===== config.mk =====
export PLATFORM = sky130hd
export DESIGN_NAME = xio_port
export DESIGN_NICKNAME = d
export VERILOG_FILES = /design/src/logic/xio_pkg.sv /design/src/logic/xio_port.sv /design/src/logic/xio_sync.sv /design/src/logic/xio_nvstore.sv
export SDC_FILE = /design/constraint.sdc
export NUM_CORES = 1
export LEC_CHECK = 0
export BUFFER_PORTS_ARGS = -buffer_cell sky130_fd_sc_hd__buf_2
export CAP_MARGIN = 10
export CORE_MARGIN = 10
export CORE_UTILIZATION = 55
export DETAILED_ROUTE_END_ITERATION = 12
export PLACE_DENSITY = 0.8
export SYNTH_ARGS = -nofsm -noshare
export SYNTH_HDL_FRONTEND = slang
export SYNTH_SLANG_ARGS = --single-unit

===== constraint.sdc =====
create_clock -name hclk -period 4 [get_ports hclk]
set_input_delay 0.4 -clock hclk [delete_from_list [all_inputs] [get_ports hclk]]
set_output_delay 0.4 -clock hclk [all_outputs]
set_load 0.01 [all_outputs]

===== src/logic/xio_pkg.sv =====
// Functional notes
// - 32 extended points; direction chosen only per block of 8 adjacent points.
// - extended points 17..48 form blocks 2..5, eight points each.
// - direction bit 1 makes its block outputs, 0 makes it inputs.
// - direction bit 0 selects block 2, bit 3 selects block 5.
// - with no saved setting the direction word starts at zero.
// - save command stores direction and output levels for the next start.
// - single output points 1..8 and 17..48 can be set or cleared.
// - conditional bit write drives the point from a supplied true/false value.
// - group writes: 8 bits for points 1..8, 16 bits per extended half.
// - group write bits aimed at input points are dropped.
// - lsb of a group value maps to its lowest numbered point.
// - a written group has its output points overwritten, its input points kept; unwritten groups keep levels.
// - an input block reads back with its lowest point in the lsb.
// - any single point level can be read; point 17 is block 2 lsb.
// - main port bit 0 drives output 1, bit 7 drives output 8.
package xio_pkg;
  // register byte offsets
  localparam logic [7:0] XIO_OFS_DIR = 8'h00;
  localparam logic [7:0] XIO_OFS_MAIN = 8'h04;
  localparam logic [7:0] XIO_OFS_GRPA = 8'h08;
  localparam logic [7:0] XIO_OFS_GRPB = 8'h0c;
  localparam logic [7:0] XIO_OFS_BIT = 8'h10;
  localparam logic [7:0] XIO_OFS_BSEL = 8'h14;
  localparam logic [7:0] XIO_OFS_BDATA = 8'h18;
  localparam logic [7:0] XIO_OFS_PSEL = 8'h1c;
  localparam logic [7:0] XIO_OFS_PLVL = 8'h20;
  localparam logic [7:0] XIO_OFS_SAVE = 8'h24;
  // values after reset
  localparam logic [3:0] XIO_DIR_RST = 4'h0;
  localparam logic [7:0] XIO_MAIN_RST = 8'h00;
  localparam logic [31:0] XIO_EXT_RST = 32'h0000_0000;
  localparam logic [2:0] XIO_BSEL_RST = 3'h0;
  localparam logic [5:0] XIO_PSEL_RST = 6'h00;
  // bit command field positions
  localparam int XIO_BIT_PT_LSB = 0;
  localparam int XIO_BIT_OP_LSB = 8;
  localparam int XIO_BIT_VAL = 12;
  localparam int XIO_SAVE_GO = 0;
  // bit command codes
  localparam logic [1:0] XIO_OP_SET = 2'h1;
  localparam logic [1:0] XIO_OP_CLR = 2'h2;
  localparam logic [1:0] XIO_OP_COND = 2'h3;
  // point numbering
  localparam logic [5:0] XIO_MAIN_FIRST = 6'h01;
  localparam logic [5:0] XIO_MAIN_LAST = 6'h08;
  localparam logic [5:0] XIO_EXT_FIRST = 6'h11;
  localparam logic [5:0] XIO_EXT_LAST = 6'h30;
  // block numbers for block reads
  localparam logic [2:0] XIO_BLK_MAIN = 3'h0;
  localparam logic [2:0] XIO_BLK_FIRST = 3'h2;
  localparam logic [2:0] XIO_BLK_LAST = 3'h5;
  // start-up sequencing
  typedef enum logic [0:0] {
    XIO_RESTORE = 1'b0,
    XIO_RUN = 1'b1
  } xio_state_e;
endpackage : xio_pkg


===== src/logic/xio_port.sv =====
module xio_port
  import xio_pkg::*;
(
  // clock and resets
  input wire logic hclk,
  input wire logic hresetn,
  input wire logic por_n,
  // ahb-lite slave
  input wire logic hsel,
  input wire logic [31:0] haddr,
  input wire logic [1:0] htrans,
  input wire logic hwrite,
  input wire logic [2:0] hsize,
  input wire logic [31:0] hwdata,
  input wire logic hready,
  output logic hreadyout,
  output logic hresp,
  output logic [31:0] hrdata,
  // main general port
  input wire logic [7:0] main_in,
  output logic [7:0] main_out,
  // extended points 17..48
  input wire logic [31:0] ext_in,
  output logic [31:0] ext_out,
  output logic [31:0] ext_oe
);
  xio_state_e state;
  logic pend;
  logic wr_q;
  logic [7:0] addr_q;
  logic [3:0] dir;
  logic [2:0] bsel;
  logic [5:0] psel;
  logic [7:0] main_in_s;
  logic [31:0] ext_in_s;
  logic [43:0] nv_data;
  logic nv_valid;
  logic accept;
  logic wr_en;
  logic rd_en;
  logic [31:0] ext_mask;
  logic [31:0] ext_view;
  logic [5:0] bit_pt;
  logic [1:0] bit_op;
  logic bit_lvl;
  logic bit_hit;
  logic main_hit;
  logic ext_hit;
  logic [5:0] pt_main_ofs;
  logic [5:0] pt_ext_ofs;
  logic save_go;
  logic [7:0] next_main_out;
  logic [31:0] next_ext_out;
  logic [31:0] next_hrdata;
  logic [7:0] blk_val;
  logic pt_val;
  logic [5:0] psel_main_ofs;
  logic [5:0] psel_ext_ofs;

  ////////////////////////////////////////////////////////////////////
  // pin synchronisers and saved state

  xio_sync #(.W(8)) u_sync_main (
    .hclk(hclk),
    .hresetn(hresetn),
    .d(main_in),
    .q(main_in_s)
  );

  xio_sync #(.W(32)) u_sync_ext (
    .hclk(hclk),
    .hresetn(hresetn),
    .d(ext_in),
    .q(ext_in_s)
  );

  xio_nvstore #(.W(44)) u_nv (
    .hclk(hclk),
    .por_n(por_n),
    .we(save_go),
    .wdata({dir, main_out, ext_out}),
    .rdata(nv_data),
    .valid(nv_valid)
  );

  ////////////////////////////////////////////////////////////////////
  // bus slave: one wait state on every transfer

  assign accept = hsel && htrans[1] && hready;
  assign wr_en = pend && wr_q && (state == XIO_RUN);
  assign rd_en = pend && !wr_q;

  // address phase capture
  always_ff @(posedge hclk or negedge hresetn)
  begin
    if (!hresetn)
    begin
      pend <= 1'b0;
      wr_q <= 1'b0;
      addr_q <= 8'h00;
    end
    else if (accept)
    begin
      pend <= 1'b1;
      wr_q <= hwrite;
      addr_q <= {haddr[7:2], 2'h0};
    end
    else
    begin
      pend <= 1'b0;
    end
  end

  // ready low in first data cycle, high in second
  always_ff @(posedge hclk or negedge hresetn)
  begin
    if (!hresetn)
    begin
      hreadyout <= 1'b1;
      hresp <= 1'b0;
    end
    else
    begin
      hreadyout <= !accept;
      hresp <= 1'b0; // always okay
    end
  end

  // read data register
  always_ff @(posedge hclk or negedge hresetn)
  begin
    if (!hresetn)
    begin
      hrdata <= 32'h0000_0000;
    end
    else if (rd_en)
    begin
      hrdata <= next_hrdata;
    end
  end

  ////////////////////////////////////////////////////////////////////
  // start-up: restore saved setting once after reset

  always_ff @(posedge hclk or negedge hresetn)
  begin
    if (!hresetn)
    begin
      state <= XIO_RESTORE;
    end
    else
    begin
      state <= XIO_RUN;
    end
  end

  ////////////////////////////////////////////////////////////////////
  // direction word

  // per block enable, bit 0 is block 2
  assign ext_mask = {{8{dir[3]}}, {8{dir[2]}}, {8{dir[1]}}, {8{dir[0]}}};

  always_ff @(posedge hclk or negedge hresetn)
  begin
    if (!hresetn)
    begin
      dir <= XIO_DIR_RST;
    end
    else if (state == XIO_RESTORE)
    begin
      dir <= nv_valid ? nv_data[43:40] : XIO_DIR_RST;
    end
    else if (wr_en && addr_q == XIO_OFS_DIR)
    begin
      dir <= hwdata[3:0];
    end
  end

  // pin drivers follow direction one cycle later
  always_ff @(posedge hclk or negedge hresetn)
  begin
    if (!hresetn)
    begin
      ext_oe <= 32'h0000_0000;
    end
    else
    begin
      ext_oe <= ext_mask;
    end
  end

  ////////////////////////////////////////////////////////////////////
  // single bit commands

  assign bit_pt = hwdata[XIO_BIT_PT_LSB +: 6];
  assign bit_op = hwdata[XIO_BIT_OP_LSB +: 2];
  assign bit_hit = wr_en && (addr_q == XIO_OFS_BIT) && (bit_op != 2'h0);
  assign pt_main_ofs = bit_pt - XIO_MAIN_FIRST;
  assign pt_ext_ofs = bit_pt - XIO_EXT_FIRST;
  assign main_hit = bit_hit && bit_pt >= XIO_MAIN_FIRST && bit_pt <= XIO_MAIN_LAST;
  assign ext_hit = bit_hit && bit_pt >= XIO_EXT_FIRST && bit_pt <= XIO_EXT_LAST;

  // level from command: set, clear or supplied value
  always_comb
  begin
    unique case (bit_op)
      XIO_OP_SET: bit_lvl = 1'b1;
      XIO_OP_CLR: bit_lvl = 1'b0;
      XIO_OP_COND: bit_lvl = hwdata[XIO_BIT_VAL];
      default: bit_lvl = 1'b0;
    endcase
  end

  ////////////////////////////////////////////////////////////////////
  // output levels

  // main port next value
  always_comb
  begin
    next_main_out = main_out;
    if (wr_en && addr_q == XIO_OFS_MAIN)
    begin
      next_main_out = hwdata[7:0];
    end
    if (main_hit)
    begin
      next_main_out[pt_main_ofs[2:0]] = bit_lvl;
    end
  end

  // extended next value, input points untouched
  always_comb
  begin
    next_ext_out = ext_out;
    if (wr_en && addr_q == XIO_OFS_GRPA)
    begin
      next_ext_out[15:0] = (hwdata[15:0] & ext_mask[15:0])
        | (ext_out[15:0] & ~ext_mask[15:0]);
    end
    if (wr_en && addr_q == XIO_OFS_GRPB)
    begin
      next_ext_out[31:16] = (hwdata[15:0] & ext_mask[31:16])
        | (ext_out[31:16] & ~ext_mask[31:16]);
    end
    if (ext_hit && ext_mask[pt_ext_ofs[4:0]])
    begin
      next_ext_out[pt_ext_ofs[4:0]] = bit_lvl;
    end
  end

  always_ff @(posedge hclk or negedge hresetn)
  begin
    if (!hresetn)
    begin
      main_out <= XIO_MAIN_RST;
      ext_out <= XIO_EXT_RST;
    end
    else if (state == XIO_RESTORE)
    begin
      main_out <= nv_valid ? nv_data[39:32] : XIO_MAIN_RST;
      ext_out <= nv_valid ? nv_data[31:0] : XIO_EXT_RST;
    end
    else
    begin
      main_out <= next_main_out;
      ext_out <= next_ext_out;
    end
  end

  // save command
  assign save_go = wr_en && (addr_q == XIO_OFS_SAVE) && hwdata[XIO_SAVE_GO];

  ////////////////////////////////////////////////////////////////////
  // read side

  // select registers for block and point reads
  always_ff @(posedge hclk or negedge hresetn)
  begin
    if (!hresetn)
    begin
      bsel <= XIO_BSEL_RST;
      psel <= XIO_PSEL_RST;
    end
    else
    begin
      if (wr_en && addr_q == XIO_OFS_BSEL)
      begin
        bsel <= hwdata[2:0];
      end
      if (wr_en && addr_q == XIO_OFS_PSEL)
      begin
        psel <= hwdata[5:0];
      end
    end
  end

  // inputs read their pins, outputs their driven level
  assign ext_view = (ext_in_s & ~ext_mask) | (ext_out & ext_mask);

  // block value, lowest point in lsb
  always_comb
  begin
    unique case (bsel)
      XIO_BLK_MAIN: blk_val = main_in_s;
      3'h2: blk_val = ext_view[7:0];
      3'h3: blk_val = ext_view[15:8];
      3'h4: blk_val = ext_view[23:16];
      3'h5: blk_val = ext_view[31:24];
      default: blk_val = 8'h00;
    endcase
  end

  // single point level
  assign psel_main_ofs = psel - XIO_MAIN_FIRST;
  assign psel_ext_ofs = psel - XIO_EXT_FIRST;

  always_comb
  begin
    pt_val = 1'b0;
    if (psel >= XIO_MAIN_FIRST && psel <= XIO_MAIN_LAST)
    begin
      pt_val = main_in_s[psel_main_ofs[2:0]];
    end
    else if (psel >= XIO_EXT_FIRST && psel <= XIO_EXT_LAST)
    begin
      pt_val = ext_view[psel_ext_ofs[4:0]];
    end
  end

  // register read mux, unmapped reads zero
  always_comb
  begin
    next_hrdata = 32'h0000_0000;
    unique case (addr_q)
      XIO_OFS_DIR: next_hrdata[3:0] = dir;
      XIO_OFS_MAIN: next_hrdata[7:0] = main_out;
      XIO_OFS_GRPA: next_hrdata[15:0] = ext_out[15:0];
      XIO_OFS_GRPB: next_hrdata[15:0] = ext_out[31:16];
      XIO_OFS_BSEL: next_hrdata[2:0] = bsel;
      XIO_OFS_BDATA: next_hrdata[7:0] = blk_val;
      XIO_OFS_PSEL: next_hrdata[5:0] = psel;
      XIO_OFS_PLVL: next_hrdata[0] = pt_val;
      XIO_OFS_SAVE: next_hrdata[0] = nv_valid;
      default: next_hrdata = 32'h0000_0000;
    endcase
  end
endmodule : xio_port


===== src/logic/xio_sync.sv =====
module xio_sync
  import xio_pkg::*;
#(
  parameter int W = 8
) (
  // clock and reset
  input wire logic hclk,
  input wire logic hresetn,
  // level in, level out
  input wire logic [W-1:0] d,
  output logic [W-1:0] q
);
  logic [W-1:0] meta;

  // two flop synchroniser, meta read only by q
  always_ff @(posedge hclk or negedge hresetn)
  begin
    if (!hresetn)
    begin
      meta <= '0;
      q <= '0;
    end
    else
    begin
      meta <= d;
      q <= meta;
    end
  end
endmodule : xio_sync


===== src/logic/xio_nvstore.sv =====
module xio_nvstore
  import xio_pkg::*;
#(
  parameter int W = 44
) (
  // clock and power-on clear
  input wire logic hclk,
  input wire logic por_n,
  // store port
  input wire logic we,
  input wire logic [W-1:0] wdata,
  output logic [W-1:0] rdata,
  output logic valid
);
  // survives hresetn, cleared only at power-on
  always_ff @(posedge hclk or negedge por_n)
  begin
    if (!por_n)
    begin
      rdata <= '0;
      valid <= 1'b0;
    end
    else if (we)
    begin
      rdata <= wdata;
      valid <= 1'b1;
    end
  end
endmodule : xio_nvstore


==> impl_results.md <==
- Synth Instances: 960
- Most frequent cells in the layout: dfrtp_1, buf_2, mux2_2
- First-pass GRT wire length: 50600 microns
- Post-Route WL: about 33000 microns
- Skew final: between 15 and 20 ps
- Critical path origin: addr_q[2]
- Post-synth top area share: 0.484
- Yosys warnings: 0
- Area leader, netlist: dfrtp_1
- Sequential fraction of the synthesis area: 0.486
- Critical Path AT: approximately 3600 ps
- Power share of the clock group: 0.430
- Switching share of total power: 0.261
- Worst min-delay path category: in2reg
- I/O pin cnt: ~220
- H-tree depth: 1
- P per Cell Area: 420 nW/um^2
- Worst R2R Setup Slack: 790 ps
- #FFs+latches synth: approximately 210
- Clock Latency Late Sink: 520 ps
- DR pass1 iterations: 6
- Routed WL per cell: 23.9 microns
- End point of the critical path: ext_out[21]
- Max Buffers Root-to-Sink: 3
- Adder-cell share of the synthesized area: 0.00818
- Die area: 25500 sq um
- CTS tree: done
- Proportion of synthesized flip-flops having asynchronous set or reset: 1.00
- Worst-Margin Slew: ~1000 ps
- Post-CTS resize count: 0
- Sequential Power Share: 0.438
- Die Ht: about 160 microns
- Leak Pwr: 5.80 nW
- Critical path class: reg2reg
- Status: finished, final reports clean
- Setup bufs post-CTS: 0
- VDD IR-drop max: 0.000286 V
- CTS buffer count: 22
- Cell Rows: 50
- Synth unique cells: 67
- Largest net degree at the start of global routing: 114
- Post-Synth Simple-Gate Area: 0.111
- Setup crit end kind: flip-flop
- CP Data Required Time: approximately 4400 ps
- Fin util: 0.667
- R2r worst-path depth: 7
- Layout fillers: 1430
- Switching pwr: 0.00139 W
- Largest family of logic cells by synthesized area: multiplexers
- Internal Power: 0.00392 W
- Initial Util: 0.565
- Clock Pin Slew Worst Setup and Hold Paths: 60 ps
- Die width: around 160 microns
- Slew headroom: 0.293
- Vias/cell: about 6.4
- Synth Area in Compound Gates: 0.145
- Layout cells sized above 1: 0.294
- TritonCTS Sinks: roughly 210
- Crit Reg-Reg Startpoint: addr_q[2]
- GRT Util Overall: 0.246
- Mapped Area: 10700 sq um
- # setup viols final: 0
- Worst setup margin: 793 ps
- Top_reg_cell synth: dfrtp_1
- Buffers on Ports: 157
- Worst Setup Start Kind: flip-flop
- Final setup TNS: 0 ps
- CP Max Fanout: 17
- Vias: 8755
- Clk root buf: clkbuf_16
- DRC Markers: 0
- RSZ-0062 raised after global routing: no
- Detail Route Antenna Nets: 0
- Final Max Slew Viols: 0
- Logic pwr share: 0.132
- Area contributors post-synth: dfrtp_1, mux2_2, mux2i_1
- Mapped Avg Cell Area: 11.2 sq um
- XOR/XNOR share of the synthesized area: 0.00899
- Layout Nets: 1222
- Final hold vios: 0
- EDFF count, synth: 0
- Pre-CTS setup slack: around 670 ps
- R2r endpoint: ext_out[21]
- Post-DP HPWL: 22800 microns
- Commonest non-fill, non-tap cell in the layout: dfrtp_1
- Post-synthesis mux area share: 0.181
- RePlAce Congestion: about 0.94
- Final period util: 0.802
- Vias in the first global route: 8628
- Highest Clock Rate: approximately 310 MHz
- Initial antenna violation count: 2
- Fin crit period: around 3200 ps
- Synthesis-to-finish area growth: 18.1%
- Core box area: 19000 sq um
- Grt ovf: 0
- Initial DRC Count: 1036
- Max-cap violations: 0
## state kept, by name, summed over array words and instances, names as in the netlist
| signal | count |
|---|---|
| u_sync_main.q | 8 |
| ext_out | 32 |
| u_sync_main.meta | 8 |
| psel | 6 |
| ext_oe | 4 |
| addr_q | 6 |
| u_nv.rdata | 44 |
| hreadyout | 1 |
| bsel | 3 |
| dir | 4 |
| state | 1 |
| u_nv.valid | 1 |
| pend | 1 |
| main_out | 8 |
| hrdata | 16 |
| wr_q | 1 |
| u_sync_ext.q | 32 |
| u_sync_ext.meta | 32 |
## critical path, stage by stage (launching register included)
cell and delay (ps):
dfrtp_1 360, buf_4 200, nor2_1 360, nand2_1 180, a2111oi_0 910, and2_1 640
nand3_1 160, a32o_1 280
## synth_stat cells, types with 8 or more instances
| cell type | n |
|---|---|
| dfrtp_1 | 207 |
| nand2_1 | 63 |
| nand4_1 | 10 |
| mux2i_1 | 65 |
| o211ai_1 | 8 |
| o21ai_0 | 33 |
| a221oi_1 | 9 |
| a21oi_1 | 23 |
| and3_1 | 14 |
| or3_1 | 11 |
| a22o_1 | 8 |
| a32o_1 | 20 |
| nand3_1 | 22 |
| clkbuf_1 | 55 |
| o31ai_1 | 24 |
| a31oi_1 | 22 |
| o22ai_1 | 8 |
| buf_4 | 46 |
| nor3_1 | 11 |
| o221ai_1 | 8 |
| inv_1 | 10 |
| mux2_2 | 80 |
| nand2b_1 | 8 |
| mux4_2 | 17 |
| nor2_1 | 47 |
| nor2b_1 | 13 |
| and2_1 | 11 |
## timing repair
action	4_1_cts	5_1_grt
endpoints found under the hold margin	33	20
hold buffers	33	2
endpoints found under the setup margin	0	0
## metal layers
layer  vias to the layer above  wire [microns]  GRT usage
li1                       3807               -          -
met1                      4287           13000      0.323
met2                       567           15000      0.384
met3                        94            3500     0.0586
met4                         0            1390     0.0952
met5                         -               0          0
## power groups by stage
stage / Sequential (W) / Combinational [W] / Clock (W)
after floorplan: 0.00232 / 0.000453 / 0
after global placement: 0.00235 / 0.000646 / 0
after detailed placement: 0.00236 / 0.000658 / 0
after CTS: 0.00232 / 0.000689 / 0.00231
after global routing: 0.00234 / 0.000759 / 0.00239
final: 0.00232 / 0.000703 / 0.00228
## worst min-delay path by stage
stage | from | end | cells after the start
finish | ext_in[24] | u_sync_ext.meta[24] | 1
global route | ext_in[14] | u_sync_ext.meta[14] | 1
CTS | ext_in[18] | u_sync_ext.meta[18] | 1
detailed placement | u_sync_main.meta[3] | u_sync_main.q[3] | 0
global placement | u_sync_ext.meta[14] | u_sync_ext.q[14] | 0
floorplan | hresetn | addr_q[2] | 0
## per-stage QoR
step / hold WS, ps / total power (W) / std cells / area (sq um)
floorplan: 104 / 0.00277 / 976 / 10800
global placement: 333 / 0.00300 / 1300 / 11500
detailed placement: 335 / 0.00302 / 1300 / 11500
CTS: 0.525 / 0.00531 / 1373 / 12600
global route: 0.334 / 0.00548 / 1378 / 12600
finish: 5.36 / 0.00531 / 1378 / 12600
## cells by family after synthesis
logic type	Yosys count
muxes	162
buffers and inverters	124
xor gates and xnor gates	11
DFF	208
other	2
AOI/OAI and AO/OA	214
adders and majority gates	7
and+or+nand+nor	232
## cell type report
type / count / area (sq um) / share of cell area
inverters: 10 / 37.5 / 0.00297
multi-input cells: 644 / 4930 / 0.390
clock inverters: 12 / 196 / 0.0155
flip-flops and latches: 208 / 5210 / 0.412
diodes: 2 / 5.00 / 0.000396
clock buffers: 28 / 624 / 0.0494
well taps: 260 / 325 / 0.0257
repair buffers: 214 / 1320 / 0.104
No activity file was read; power rests on OpenSTA's default activity.
